===== src/shared/ccebr_pkg.sv =====
// Constants, types and helpers for the CAN error and bus-off recovery block.
// Assumes a single 50 MHz clock and a protocol engine that supplies bit-level events.
//
// Behaviour
// - A remote frame carries no data bytes, whatever its length code says.
// - Active or passive flag is chosen from the counters held before the error.
// - During recovery the receive count rises by one per 11 recessive bits.
// - Sleep or stop mode may be entered while bus-off.
// - Recovery starts on leaving init or sleep for operation mode; from operation mode software must request init or sleep.
// - Init requests are refused in sleep or stop mode.
// - Releasing sleep while bus-off starts recovery at once, no init needed.
// - A dominant edge in sleep wakes the block and, while bus-off, starts recovery.
// - Counter clear in an operation mode leaves counters and error info alone.
// - Counter clear may come in the same request that leaves init mode.
// - Processing time is zero quanta; phase segment 2 is the programmed length.

package ccebr_pkg;

	// ------------------------------------------------------------
	// Modes and error states
	// ------------------------------------------------------------
	typedef enum logic [1:0] {CCEBR_INIT, CCEBR_OPER, CCEBR_SLEEP, CCEBR_STOP} ccebr_mode_t;
	typedef enum logic [1:0] {CCEBR_ACTIVE, CCEBR_PASSIVE, CCEBR_BUSOFF} ccebr_err_t;

	// ------------------------------------------------------------
	// Counter limits and steps
	// ------------------------------------------------------------
	localparam logic [8:0] TX_ERR_STEP    = 9'h008;
	localparam logic [8:0] TX_ONE         = 9'h001;
	localparam logic [8:0] TX_ZERO        = 9'h000;
	localparam logic [8:0] BUSOFF_LIMIT   = 9'h0ff;
	localparam logic [8:0] TX_PASSIVE_LIM = 9'h07f;
	localparam logic [7:0] RX_PASSIVE_LIM = 8'h7f;
	localparam logic [7:0] RX_ONE         = 8'h01;
	localparam logic [7:0] RX_ZERO        = 8'h00;
	localparam logic [7:0] RX_MAX         = 8'hff;
	localparam logic [6:0] RECOVERY_LAST  = 7'h7f;  // 128th run ends recovery
	localparam logic [3:0] RUN_BITS       = 4'hb;   // recessive bits per run

	// ------------------------------------------------------------
	// Power-save field codes, frame and timing limits
	// ------------------------------------------------------------
	localparam logic [1:0] PSM_NONE  = 2'h0;
	localparam logic [1:0] PSM_SLEEP = 2'h1;
	localparam logic [1:0] PSM_STOP  = 2'h2;
	localparam logic [3:0] DLC_MAX   = 4'h8;
	localparam logic [3:0] DLC_NONE  = 4'h0;
	localparam logic [4:0] IPT_TQ    = 5'h00;
	localparam logic [4:0] TQ_ONE    = 5'h01;
	localparam logic [2:0] ERR_NONE  = 3'h0;

	// Arbitration key: base id, then RTR or SRR, then IDE; lower value wins
	function automatic logic [12:0] arb_key(input logic [10:0] id, input logic ide, input logic rtr);
		arb_key = {id, (ide ? 1'b1 : rtr), ide};
	endfunction

endpackage


===== src/hw/ccebr_core.sv =====
// Error counting, mode control and bus-off recovery of a CAN protocol controller.
// Assumes all inputs synchronous to sys_clk_i; protocol engine reports errors and bits.
`timescale 1ns/100ps

module ccebr_core
	import ccebr_pkg::*;
(
	input  wire logic        sys_clk_i,
	input  wire logic        sys_rst_i,
	input  wire logic        mode_req_valid_i,
	input  wire ccebr_mode_t mode_req_i,
	input  wire logic        error_count_clear_bit_i,
	input  wire logic        bit_tick_i,
	input  wire logic        rx_bit_i,
	input  wire logic        err_detect_i,
	input  wire logic        err_is_tx_i,
	input  wire logic [2:0]  err_code_i,
	input  wire logic        err_flag_done_i,
	input  wire logic        tx_ok_i,
	input  wire logic        rx_ok_i,
	input  wire logic        frame_rtr_i,
	input  wire logic [3:0]  frame_dlc_i,
	input  wire logic [10:0] own_id_i,
	input  wire logic        own_ide_i,
	input  wire logic        own_rtr_i,
	input  wire logic [10:0] oth_id_i,
	input  wire logic        oth_ide_i,
	input  wire logic        oth_rtr_i,
	input  wire logic [3:0]  tseg1_i,
	input  wire logic [2:0]  tseg2_i,
	output ccebr_mode_t      mode_o,
	output ccebr_err_t       err_state_o,
	output logic [1:0]       power_save_mode_field_o,
	output logic [8:0]       transmit_error_count_o,
	output logic [7:0]       receive_error_count_o,
	output logic [2:0]       error_information_register_o,
	output logic             flag_passive_o,
	output logic             recovering_o,
	output logic             wake_o,
	output logic [3:0]       data_bytes_o,
	output logic             arb_win_o,
	output logic             timing_ok_o,
	output logic [4:0]       phase_seg2_o
);

	// ------------------------------------------------------------
	// Mode request decode
	// ------------------------------------------------------------
	logic rx_prev;
	logic pend;
	logic pend_tx;
	logic run_done;
	logic [8:0] next_tec;
	logic [7:0] next_rec;
	ccebr_err_t next_state;
	ccebr_mode_t next_mode;

	wire bus_off   = (err_state_o == CCEBR_BUSOFF);
	wire in_sleep  = (mode_o == CCEBR_SLEEP);
	wire in_psave  = in_sleep || (mode_o == CCEBR_STOP);
	wire req_init  = mode_req_valid_i && (mode_req_i == CCEBR_INIT) && !in_psave;
	wire req_oper  = mode_req_valid_i && (mode_req_i == CCEBR_OPER) && (mode_o == CCEBR_INIT || in_sleep);
	wire req_sleep = mode_req_valid_i && (mode_req_i == CCEBR_SLEEP) &&
		(mode_o == CCEBR_OPER || mode_o == CCEBR_STOP); // Bus state not checked
	wire req_stop  = mode_req_valid_i && (mode_req_i == CCEBR_STOP) && in_sleep;
	wire psm_clr   = mode_req_valid_i && (mode_req_i == CCEBR_OPER) && (mode_o == CCEBR_OPER);
	wire dom_edge  = rx_prev && !rx_bit_i;
	wire wake      = in_sleep && dom_edge && !req_oper;

	// Recovery starts on leaving init, or on release or wake from sleep (not on sleep to stop)
	wire rec_start = bus_off && ((mode_o == CCEBR_INIT && req_oper) || (in_sleep && (req_oper || wake)));
	wire rec_halt  = req_init || req_sleep;
	wire rec_step  = recovering_o && run_done && (mode_o == CCEBR_OPER);
	wire rec_done  = rec_step && (receive_error_count_o[6:0] == RECOVERY_LAST);
	// Clear honoured only together with the request leaving init
	wire clr_ok    = (mode_o == CCEBR_INIT) && req_oper && error_count_clear_bit_i;
	wire err_ev    = err_detect_i && (mode_o == CCEBR_OPER) && !bus_off;
	wire flag_done = err_flag_done_i && pend && !bus_off;

	assign next_mode = req_init ? CCEBR_INIT :
		(req_oper || wake) ? CCEBR_OPER :
		req_sleep ? CCEBR_SLEEP :
		req_stop ? CCEBR_STOP : mode_o;

	// ------------------------------------------------------------
	// Run counter for recovery; held clear while not recovering
	// ------------------------------------------------------------
	ccebr_run_cnt u_run (
		.sys_clk_i  (sys_clk_i),
		.sys_rst_i  (sys_rst_i),
		.clear_i    (rec_start || !recovering_o), // Restart from this point
		.bit_tick_i (bit_tick_i),
		.rx_bit_i   (rx_bit_i),
		.run_done_o (run_done)
	);

	// ------------------------------------------------------------
	// Counter and error state update
	// ------------------------------------------------------------
	always_comb begin
		next_tec   = transmit_error_count_o;
		next_rec   = receive_error_count_o;
		next_state = err_state_o;
		if (clr_ok) begin
			next_tec = TX_ZERO;
			next_rec = RX_ZERO;
			if (!bus_off) begin
				next_state = CCEBR_ACTIVE;
			end
		end else if (rec_start) begin
			next_rec = RX_ZERO;
		end else if (bus_off) begin
			if (rec_done) begin
				next_tec   = TX_ZERO;
				next_rec   = RX_ZERO;
				next_state = CCEBR_ACTIVE;
			end else if (rec_step) begin
				next_rec = receive_error_count_o + RX_ONE;
			end
		end else begin
			// Step only once the flag is out
			if (flag_done && pend_tx) begin
				next_tec = transmit_error_count_o + TX_ERR_STEP;
			end else if (flag_done) begin
				if (receive_error_count_o != RX_MAX) begin
					next_rec = receive_error_count_o + RX_ONE;
				end
			end else begin
				if (tx_ok_i && transmit_error_count_o != TX_ZERO) begin
					next_tec = transmit_error_count_o - TX_ONE;
				end
				if (rx_ok_i && receive_error_count_o != RX_ZERO) begin
					next_rec = receive_error_count_o - RX_ONE;
				end
			end
			if (next_tec > BUSOFF_LIMIT) begin
				next_state = CCEBR_BUSOFF;
			end else if (next_tec > TX_PASSIVE_LIM || next_rec > RX_PASSIVE_LIM) begin
				next_state = CCEBR_PASSIVE;
			end else begin
				next_state = CCEBR_ACTIVE;
			end
		end
	end

	always_ff @(posedge sys_clk_i) begin
		if (sys_rst_i) begin
			transmit_error_count_o <= TX_ZERO;
			receive_error_count_o  <= RX_ZERO;
			err_state_o            <= CCEBR_ACTIVE;
		end else begin
			transmit_error_count_o <= next_tec;
			receive_error_count_o  <= next_rec;
			err_state_o            <= next_state;
		end
	end

	// ------------------------------------------------------------
	// Pending error, flag choice and error information
	// ------------------------------------------------------------
	// Flag kind comes from the state before this error is counted
	always_ff @(posedge sys_clk_i) begin
		if (sys_rst_i) begin
			pend                         <= 1'b0;
			pend_tx                      <= 1'b0;
			flag_passive_o               <= 1'b0;
			error_information_register_o <= ERR_NONE;
		end else begin
			if (err_ev) begin
				pend           <= 1'b1;
				pend_tx        <= err_is_tx_i;
				flag_passive_o <= (err_state_o == CCEBR_PASSIVE);
			end else if (flag_done || bus_off) begin
				pend <= 1'b0;
			end
			if (clr_ok) begin
				error_information_register_o <= ERR_NONE;
			end else if (err_ev) begin
				error_information_register_o <= err_code_i;
			end
		end
	end

	// ------------------------------------------------------------
	// Mode, power-save field and recovery flag
	// ------------------------------------------------------------
	// A wake leaves the field set; software clears it with an operation request
	always_ff @(posedge sys_clk_i) begin
		if (sys_rst_i) begin
			mode_o                  <= CCEBR_INIT;
			power_save_mode_field_o <= PSM_NONE;
			recovering_o            <= 1'b0;
			wake_o                  <= 1'b0;
			rx_prev                 <= 1'b1;
		end else begin
			mode_o  <= next_mode;
			rx_prev <= rx_bit_i;
			wake_o  <= wake;
			if (req_oper || psm_clr) begin
				power_save_mode_field_o <= PSM_NONE;
			end else if (req_sleep) begin
				power_save_mode_field_o <= PSM_SLEEP;
			end else if (req_stop && !wake) begin
				power_save_mode_field_o <= PSM_STOP;
			end
			if (rec_start) begin
				recovering_o <= 1'b1;
			end else if (rec_done || rec_halt) begin
				recovering_o <= 1'b0;
			end
		end
	end

	// ------------------------------------------------------------
	// Frame length, arbitration and segment checks
	// ------------------------------------------------------------
	// Only the first 13 arbitration bits are compared; longer ties need the engine
	wire [12:0] own_key = arb_key(own_id_i, own_ide_i, own_rtr_i);
	wire [12:0] oth_key = arb_key(oth_id_i, oth_ide_i, oth_rtr_i);
	wire [3:0]  dlc_eff = (frame_dlc_i > DLC_MAX) ? DLC_MAX : frame_dlc_i;
	wire [4:0]  ts1     = {1'b0, tseg1_i};
	wire [4:0]  ts2     = {2'b00, tseg2_i};

	always_ff @(posedge sys_clk_i) begin
		if (sys_rst_i) begin
			data_bytes_o <= DLC_NONE;
			arb_win_o    <= 1'b0;
			timing_ok_o  <= 1'b0;
			phase_seg2_o <= IPT_TQ;
		end else begin
			data_bytes_o <= frame_rtr_i ? DLC_NONE : dlc_eff;
			arb_win_o    <= (own_key < oth_key);
			timing_ok_o  <= (ts2 >= TQ_ONE) && (ts2 + TQ_ONE <= ts1);
			phase_seg2_o <= ts2 + IPT_TQ;
		end
	end
endmodule // ccebr_core


===== src/hw/ccebr_run_cnt.sv =====
// Counter of consecutive recessive bits on the bus.
// Assumes one bit_tick_i pulse per sampled bit, rx level 1 = recessive.
`timescale 1ns/100ps

module ccebr_run_cnt
	import ccebr_pkg::*;
(
	input  wire logic sys_clk_i,
	input  wire logic sys_rst_i,
	input  wire logic clear_i,
	input  wire logic bit_tick_i,
	input  wire logic rx_bit_i,
	output logic      run_done_o
);

	logic [3:0] run;

	// ------------------------------------------------------------
	// Run counting; a dominant bit restarts the run
	// ------------------------------------------------------------
	always_ff @(posedge sys_clk_i) begin
		if (sys_rst_i || clear_i) begin
			run        <= '0;
			run_done_o <= 1'b0;
		end else begin
			run_done_o <= 1'b0;
			if (bit_tick_i) begin
				if (!rx_bit_i) begin
					run <= '0;
				end else if (run == RUN_BITS - 4'h1) begin
					run        <= '0;  // Back to back runs count separately
					run_done_o <= 1'b1;
				end else begin
					run <= run + 4'h1;
				end
			end
		end
	end

endmodule // ccebr_run_cnt


===== config.mk =====
export PLATFORM = sky130hd
export DESIGN_NAME = ccebr_core
export DESIGN_NICKNAME = d
export VERILOG_FILES = /design/src/shared/ccebr_pkg.sv /design/src/hw/ccebr_core.sv /design/src/hw/ccebr_run_cnt.sv
export SDC_FILE = /design/constraint.sdc
export NUM_CORES = 1
export LEC_CHECK = 0
export ABC_AREA = 1
export ABC_CLOCK_PERIOD_IN_PS = 1400
export BUFFER_PORTS_ARGS = -buffer_cell sky130_fd_sc_hd__buf_2
export CORE_UTILIZATION = 25
export DETAILED_ROUTE_END_ITERATION = 10
export GPL_TIMING_DRIVEN = 0
export PLACE_DENSITY = 0.55
export SLEW_MARGIN = 5
export SYNTH_ARGS = -nofsm -noshare
export SYNTH_HDL_FRONTEND = slang
export SYNTH_SLANG_ARGS = --single-unit

===== constraint.sdc =====
create_clock -name sys_clk_i -period 1.4 [get_ports sys_clk_i]
set_input_delay 0.21 -clock sys_clk_i [delete_from_list [all_inputs] [get_ports sys_clk_i]]
set_output_delay 0.21 -clock sys_clk_i [all_outputs]
set_load 0.05 [all_outputs]

### Yosys cells after proc, flatten, opt, wreduce, memory -nomap -nowiden

Cells that the tools add are included.

* register bits: 48
* input port bits: 54
* output and inout bits: 40
* logic and storage cells: 160

* $add $sub $neg: 6
* $lt $le $gt $ge: 7
* eq/ne operators: 16
* mux-type cells: 40
* bitwise logic cells: 3
* reduce and logical (&&, ||, !) cells: 66

Operators with widths (count)
* $mux W8: 10
* $mux W9: 8
* $logic_and A1 B1 Y1: 28
* $mux W2: 8
* $reduce_or A3 Y1: 5
* $lt A13 B13 Y1: 1
* $logic_or A1 B1 Y1: 12
* $mux W4: 3
* $mux W1: 11
* $eq A2 B2 Y1 const B: 5
* $add A9 B4 Y9 const B: 1
* $gt A9 B7 Y1 const B: 1
* $gt A9 B8 Y1 const B: 1
* $reduce_bool A9 Y1: 1
* $sub A9 B1 Y9 const B: 1
* $add A8 B1 Y8 const B: 1
* $gt A8 B7 Y1 const B: 1
* $ne A8 B8 Y1 const B: 1
* $reduce_bool A2 Y1: 4
* $reduce_bool A8 Y1: 1
* $reduce_or A2 Y1: 4
* $sub A8 B1 Y8 const B: 1
* $eq A7 B7 Y1 const B: 1
* $eq A2 B1 Y1 const B: 3
* 15 further kinds: 25

### Logic depth before layout (Yosys ltp)

Gate-level depths: netlist of the first run.

* word-level depth: 18
* gate-level depth with buffers: 12
* depth with buffers taken out: 12

### By module

Synthesis of the first run repeated with hierarchy kept, for this count alone.

* cells, all modules: 475
* area, all modules: 3209.3 um2

By module, submodules not included
* ccebr_core: times used 1, cells an instance 441, area each 2964.1 um2, seq. area each 820.8 um2
* ccebr_run_cnt: times used 1, cells an instance 34, area each 245.2 um2, seq. area each 100.1 um2

### Worst setup path before layout of the first run

No wires, ideal clock.

* path type: register to register
* from: register receive_error_count_o[0]
* to: register receive_error_count_o[6]
* arrival time: 1747 ps
* required time: 1284 ps
* slack: -463 ps
* stages on the path, launching flop included: 9
* period minus slack after synthesis: 1863 ps
* path through: dfxtp_1 > inv_1 > ha_1 > nand3_1 > o21ai_2 > nor2_1 > nand4_1 > a21oi_1 > nor2_1

* word-level cells in the longest chain between the ends: 9
* elaborated cells on any way between the ends: 18

Ends and longest elaborated chain
* start, declared: line ccebr_core.sv:35 `output logic [7:0] receive_error_count_o,`
* start signal, assigned: line ccebr_core.sv:153 `receive_error_count_o <= next_rec;`
* parallel branches: the longest is 9 deep, another holds $sub A8 B1 Y8

Several ways; the timed one is not identified. The select of a mux whose other input is x is not followed.
A chain may end at the register's enable or synchronous reset.

### Worst setup path after layout of the first run

* from: register receive_error_count_o[1]
* to: register transmit_error_count_o[5]

* word-level cells in the longest chain between the ends: 4

Ends and longest elaborated chain
* $eq A7 B7 Y1: line ccebr_core.sv:74 `wire rec_done = rec_step && (receive_error_count_o[6:0] == RECOVERY_LAST);`
* $logic_and A1 B1 Y1: line ccebr_core.sv:74
* $ne A2 B1 Y1 (no source line)
* $reduce_and A2 Y1 (no source line)
* end signal, assigned: line ccebr_core.sv:152 `transmit_error_count_o <= next_tec;`
* end, declared: line ccebr_core.sv:34 `output logic [8:0] transmit_error_count_o,`

No other way between the ends.

==> results of run 1 <==
-- repair_timing --
action / CTS / global route
hold buffers: 0 / 0
pin swaps: 25 / 12
endpoints found under the setup margin: 22 / 30
gates resized for setup: 28 / 25
setup buffers: 21 / 8
-- power by group --
part | switching (mW) | internal (mW)
combinational | 3.27 | 1.73
clock | 0.513 | 0.773
sequential | 0.378 | 1.66
-- cell families (layout without fill, tap and decap cells) --
| family | after synthesis | count (layout) | share of synthesized area (%) |
|---|---|---|---|
| AND/OR/NAND/NOR | 226 | 226 | 32.3 |
| XOR/XNOR | 6 | 6 | 1.62 |
| flip-flops | 46 | 46 | 28.5 |
| adder cells (fa/ha/maj) | 28 | 28 | 10.8 |
| other | 1 | 2 | 0.116 |
| AO/OA/AOI/OAI | 84 | 84 | 14.8 |
| buffers and inverters | 96 | 222 | 11.9 |
-- worst max-delay path, cell delays in order, from the launching register on --
cell and delay [ps]:
dfxtp_4 390, ha_4 170, nand2_2 50, inv_2 50
nand4_1 110, inv_2 100, nand2_2 70, nand2_4 120
clkinvlp_4 190, nand2_1 110, a21oi_1 50
-- metrics by stage --
step	utilization, %	setup TNS, ps	setup WS [ps]	area [um^2]
after floorplan	-	-157	-44.9	3410
after global placement	32.3	-2150	-157	4080
after detailed placement	32.3	-2380	-173	4080
after CTS	35.5	-837	-81.2	4470
after global routing	36.6	-2980	-197	4610
final	36.6	-1370	-129	4610
-- path summary, 6_finish.rpt --
kind / to / slack, ps / cells past startpoint
min reg2reg: error_information_register_o[0] / 460 / 2
max: transmit_error_count_o[5] / -130 / 10
min: data_bytes_o[2] / 130 / 3
max reg2reg: transmit_error_count_o[5] / -130 / 10
-- layer usage --
metal | routed length [um] | up-vias | GRT usage, %
met1 | 4150 | 1593 | 17.1
met4 | 80 | 0 | 3.50
met2 | 4420 | 92 | 24.1
met5 | 0 | - | 0
met3 | 565 | 6 | 3.09
li1 | - | 1817 | -
-- cell type report --
type,count,share of cell area (%)
inverter,88,7.57
clock buffer,7,3.34
tap,172,4.66
sequential,46,21.4
buffer,7,1.17
timing repair buffer,119,14.9
multi-input combinational,346,46.9
clock inverter,1,0.136
-- sequential cells by signal (all words and copies together) (netlist names), named ones only --
signal,flops
arb_win_o,1
err_state_o,2
phase_seg2_o,3
transmit_error_count_o,9
u_run.run,4
timing_ok_o,1
mode_o,2
pend,1
wake_o,1
rx_prev,1
receive_error_count_o,6
u_run.run_done_o,1
data_bytes_o,4
error_information_register_o,3
pend_tx,1
flag_passive_o,1
recovering_o,1
power_save_mode_field_o,2
-- layout by cell type (no fill, tap or decap), drive strengths merged --
cell type and instances:
a211oi 3, a21boi 2, a21o 1, a21oi 46, a22oi 2, a31oi 1
a32oi 1, and2 1, buf 126, clkbuf 7, clkinvlp 1, conb 2
dfxtp 46, ha 28, inv 88, nand2 118, nand3 28, nand3b 1
nand4 13, nor2 50, nor3 9, nor4 1, o211ai 1, o21a 1
o21ai 22, o221ai 1, o22ai 1, o31ai 2, or2 4, or3 1
xnor2 1, xor2 5
==> results by group, run 1 <==
Run status
  – Failing checks: setup timing
  – Outcome: finished with violations

Synth
  – Synth warn: 0
  – Area share of the largest cell type after synthesis: between 20% and 30%
  – Most frequent cell after synthesis: nand2_1
  – Synth area leader: dfxtp_1
  – Post-synth ARST share: 0%
  – Post-synth EDFFs: 0
  – Synthesized cell area: 3240 um^2
  – Unique cell type count in the Yosys netlist: 47
  – Post-synth top cells: 113 x nand2_1, 81 x inv_1, 46 x dfxtp_1
  – Synth Flop Type: dfxtp_1
  – Syn Area/Cell: 6.64 um^2
  – Mapped Cells: slightly below 500
  – Register area share after synthesis: 28.5%
  – Top post-synthesis cells by area: dfxtp_1 28%, nand2_1 13%, ha_1 11%, inv_1 9.4%, a21oi_1 6.8%
  – Number of synthesized register bits: 46

Timing
  – Relative slew slack: around 62%
  – Worst Tran Pin Value: roughly 580 ps
  – Final hold vios: 0
  – Setup WS post-layout: -129 ps
  – Clock period minus worst slack: between 1500 and 2000 ps
  – Setup Viol. Count Final: 18
  – Clock skew: between 3 and 4 ps
  – Final Cycle Share: 109%
  – Fin. max-slew vios: 0
  – RSZ-0062 raised after global routing: yes
  – Worst hold slack: 127 ps
  – Max frequency: roughly 650 MHz

Clock tree
  – CTS tree: done
  – Clk slew on worst S/H paths: around 70 ps
  – Skew-Pair Late Insertion Delay: between 200 and 300 ps
  – Total CTS buffers: 5
  – H-tree Lvls: 2
  – Clk buf depth: 2
  – # clock sinks: 46
  – Root buf cell: clkbuf_16

Global route
  – Vias in the first global route: 3,365
  – Total track usage: 13.8%
  – Gr ovfl total: 0
  – Initial antenna violation count: 0
  – First-pass GRT wire length: 14,900 um
  – Largest net degree at the start of global routing: 15

Worst setup path
  – WS Path Type: flip-flop to flip-flop
  – CP arrival: approximately 1700 ps
  – Crit path from: receive_error_count_o[1]
  – Crit end category: flip-flop
  – CP Data Required Time: about 1600 ps
  – Startpoint types: flip-flop
  – Crit Path Max Fanout: 6
  – R2R Path Start: receive_error_count_o[1]

Route
  – Routed Antenna Nets: 0
  – Initial DRC Count: roughly 130
  – Wirelength per Cell: around 12 um
  – Avg Vias per Cell: approximately 4.5
  – Pre-antenna DRT Iters: 4
  – Routed Wire Length: between 9000 and 10,000 um
  – DRC errors left: 0
  – Vias post-DR: approximately 3,500

Floorplanning
  – Num ports: 94
  – Die area: around 13,000 um^2
  – Die X: around 120 um
  – Core ar.: around 13,000 um^2
  – Row cnt: roughly 40
  – Vert. Die Dim: ~120 um
  – Initial core utilization: about a quarter

Layout
  – Finished Layout Cells: 786
  – Synth-to-Final Area Change: 42.6%
  – # diodes: 0
  – Footprint of the multi-input gates: between 2000 and 2500 um^2
  – Fillers: roughly 1,400
  – Number of nets in the layout: roughly 700
  – Layout cells sized above 1: 39.7%
  – Flip-flop and latch area: about 990 um^2

Placement
  – IO Port Bufs: slightly above 90
  – Placed cells: 751
  – Post-DP HPWL: between 7000 and 8000 um
  – GP Congestion: 0.860

Pwr
  – Peak supply drop: 0.586 mV
  – Pwr Density: 1810 nW/um^2
  – Leak: ~2.3 nW
  – Power Total: between 8 and 9 mW

Min path
  – Worst min-delay path class: input port to flip-flop
  – Hold Startpoint: frame_dlc_i[2]

Job
  – Max cap viols: 0
Note: power is estimated with default switching activity, not from simulation.
==> inputs of run 2 (changes only) <==
--- a/config.mk
+++ b/config.mk
@@ -12,6 +12,7 @@
 export DETAILED_ROUTE_END_ITERATION = 10
 export GPL_TIMING_DRIVEN = 0
 export PLACE_DENSITY = 0.55
+export SETUP_SLACK_MARGIN = 0.05
 export SLEW_MARGIN = 5
 export SYNTH_ARGS = -nofsm -noshare
 export SYNTH_HDL_FRONTEND = slang
==> run 2 against run 1 <==
Register-to-register slack improved by 30 ps. Critical path type unchanged. The flow still finishes with violations (setup timing). Via count increased by 0.86%. Largest cell class unchanged. Combinational power up 6.6%. Non-clock buffer count decreased by 5.
==> results by group, run 2 (same netlist as run 1, synthesis figures left out) <==
Layout
  – Fillers: 1,402
  – Number of flip-flops in the largest register: 9
  – Most flops, register: transmit_error_count_o
  – Most frequent cells in the layout: 99 x nand2_1, 91 x buf_2, 66 x inv_1, 36 x a21oi_1, 26 x nor2_1
  – Synth-to-Final Area Change: 44.1%
  – Largest regs: transmit_error_count_o: 9 flops, receive_error_count_o: 6 flops
  – Number of nets in the layout: 690
  – Final core occ: a little under two fifths
  – Layout cells sized above 1: about 40%
  – Commonest non-fill, non-tap cell in the layout: nand2_1
  – # diodes: 0

Timing
  – Worst hold slack: around 120 ps
  – Fin. max-slew vios: 0
  – RSZ-0062 raised after global routing: yes
  – Clock skew: between 7 and 8 ps
  – Clock period minus worst slack: roughly 1500 ps
  – Final Cycle Share: 107%
  – Worst Tran Pin Value: approximately 530 ps
  – Relative slew slack: roughly two thirds
  – Max frequency: 667 MHz
  – Final hold vios: 0
  – Setup Viol. Count Final: 17
  – Setup WS post-layout: -98.9 ps

Worst setup path
  – Crit Path Max Fanout: 5
  – Startpoint types: flip-flop
  – WS Path Type: flip-flop to flip-flop
  – R2R Path Start: err_state_o[1]
  – CP Data Required Time: ~1600 ps
  – Crit path from: err_state_o[1]
  – CP arrival: between 1500 and 2000 ps
  – Crit end category: flip-flop

Route
  – Routed Wire Length: roughly 9200 um
  – Pre-antenna DRT Iters: 4
  – DRC errors left: 0
  – Avg Vias per Cell: approximately 4.5
  – Initial DRC Count: about 130
  – Routed Antenna Nets: 0
  – Vias post-DR: ~3,500
  – Wirelength per Cell: about 12 um

Global route
  – Total track usage: between 10% and 20%
  – Initial antenna violation count: 1
  – Largest net degree at the start of global routing: 15
  – First-pass GRT wire length: between 15,000 and 20,000 um
  – Gr ovfl total: 0
  – Vias in the first global route: ~3,400

Min path
  – Worst min-delay path class: input port to flip-flop
  – Hold Startpoint: frame_dlc_i[0]

Clock tree
  – H-tree Lvls: 2
  – CTS tree: done
  – # clock sinks: 46
  – Skew-Pair Late Insertion Delay: 280 ps
  – CTS hold repair buffers: 0
  – Clk buf depth: 2
  – Root buf cell: clkbuf_16
  – Clk slew on worst S/H paths: roughly 70 ps
  – Total CTS buffers: 5

Floorplanning
  – Row cnt: 41
  – Die area: ~13,000 um^2
  – Initial core utilization: around 26%
  – Vert. Die Dim: 116 um
  – Num ports: 94
  – Core ar.: between 10,000 and 15,000 um^2
  – Die X: between 100 and 150 um

Pwr
  – Peak supply drop: 0.616 mV
  – Leak: approximately 2.3 nW
  – Power Total: about 8.6 mW
  – Pwr Density: roughly 1800 nW/um^2

Placement
  – IO Port Bufs: 91
  – Post-DP HPWL: about 7000 um
  – GP Congestion: 0.864

Run status
  – Failing checks: setup timing
  – Outcome: finished with violations

Job
  – Max cap viols: 0
run 2: cell types whose count changed in the layout (fill, tap and decap cells not counted), moves of 3 or more:
cell	change
a21oi_2	+3
nor2_4	+7
buf_4	-6
a21oi_1	-4
nor2_1	-3
nor2_2	-4
run 2: layout make-up:
class	count	area [um^2]	share of cell area, %
Clock inverter	2	13.8	0.295
Inverter	88	349	7.49
Buffer	7	53.8	1.15
Sequential cell	46	991	21.3
Clock buffer	6	129	2.76
Multi-Input combinational cell	346	2260	48.6
Tap cell	172	215	4.62
Timing Repair Buffer	114	646	13.8
run 2: timing repair:
| item | in CTS | in global routing |
|---|---|---|
| resized for setup | 32 | 41 |
| pin swaps | 22 | 33 |
| endpoints found under the setup margin | 24 | 30 |
| buffers inserted | 17 | 7 |
run 2: routing by layer:
| layer | vias up | global-route usage (%) | part of all wire, % |
|---|---|---|---|
| met2 | 86 | 23.8 | 49 |
| met4 | 0 | 2.91 | 1.0 |
| li1 | 1809 | - | - |
| met1 | 1632 | 17.9 | 44 |
| met5 | - | 0 | 0 |
| met3 | 11 | 3.14 | 5.7 |
run 2: per-stage QoR:
stage	setup slack [ps]	setup TNS [ps]	cell area, um^2	instances
3_5_place_dp	-169	-2290	4100	751
6_report	-98.9	-1200	4660	781
5_1_grt	-197	-3040	4660	781
4_1_cts	-95.2	-1200	4470	775
3_3_place_gp	-181	-2100	4100	751
2_1_floorplan	-45.5	-202	3430	488
run 2: report_power, final:
part	switching, mW	leakage, nW	internal (mW)
logic	3.42	1.84	1.93
clock network	0.512	0.0708	0.663
registers	0.431	0.390	1.67
run 2: critical path, cell delays in order (launching register included):
cell	delay, ps
dfxtp_4	370
inv_1	110
nor2_4	70
nor2_2	210
o21ai_0	200
a21oi_4	180
inv_1	60
nand2_1	50
nand2_1	60
a21oi_2	120
run 2: final timing paths:
check / to / slack (ps) / cells after the start
max: receive_error_count_o[7] / -100 / 9
min: data_bytes_o[0] / 120 / 3
max reg2reg: receive_error_count_o[7] / -100 / 9
min reg2reg: error_information_register_o[1] / 470 / 2
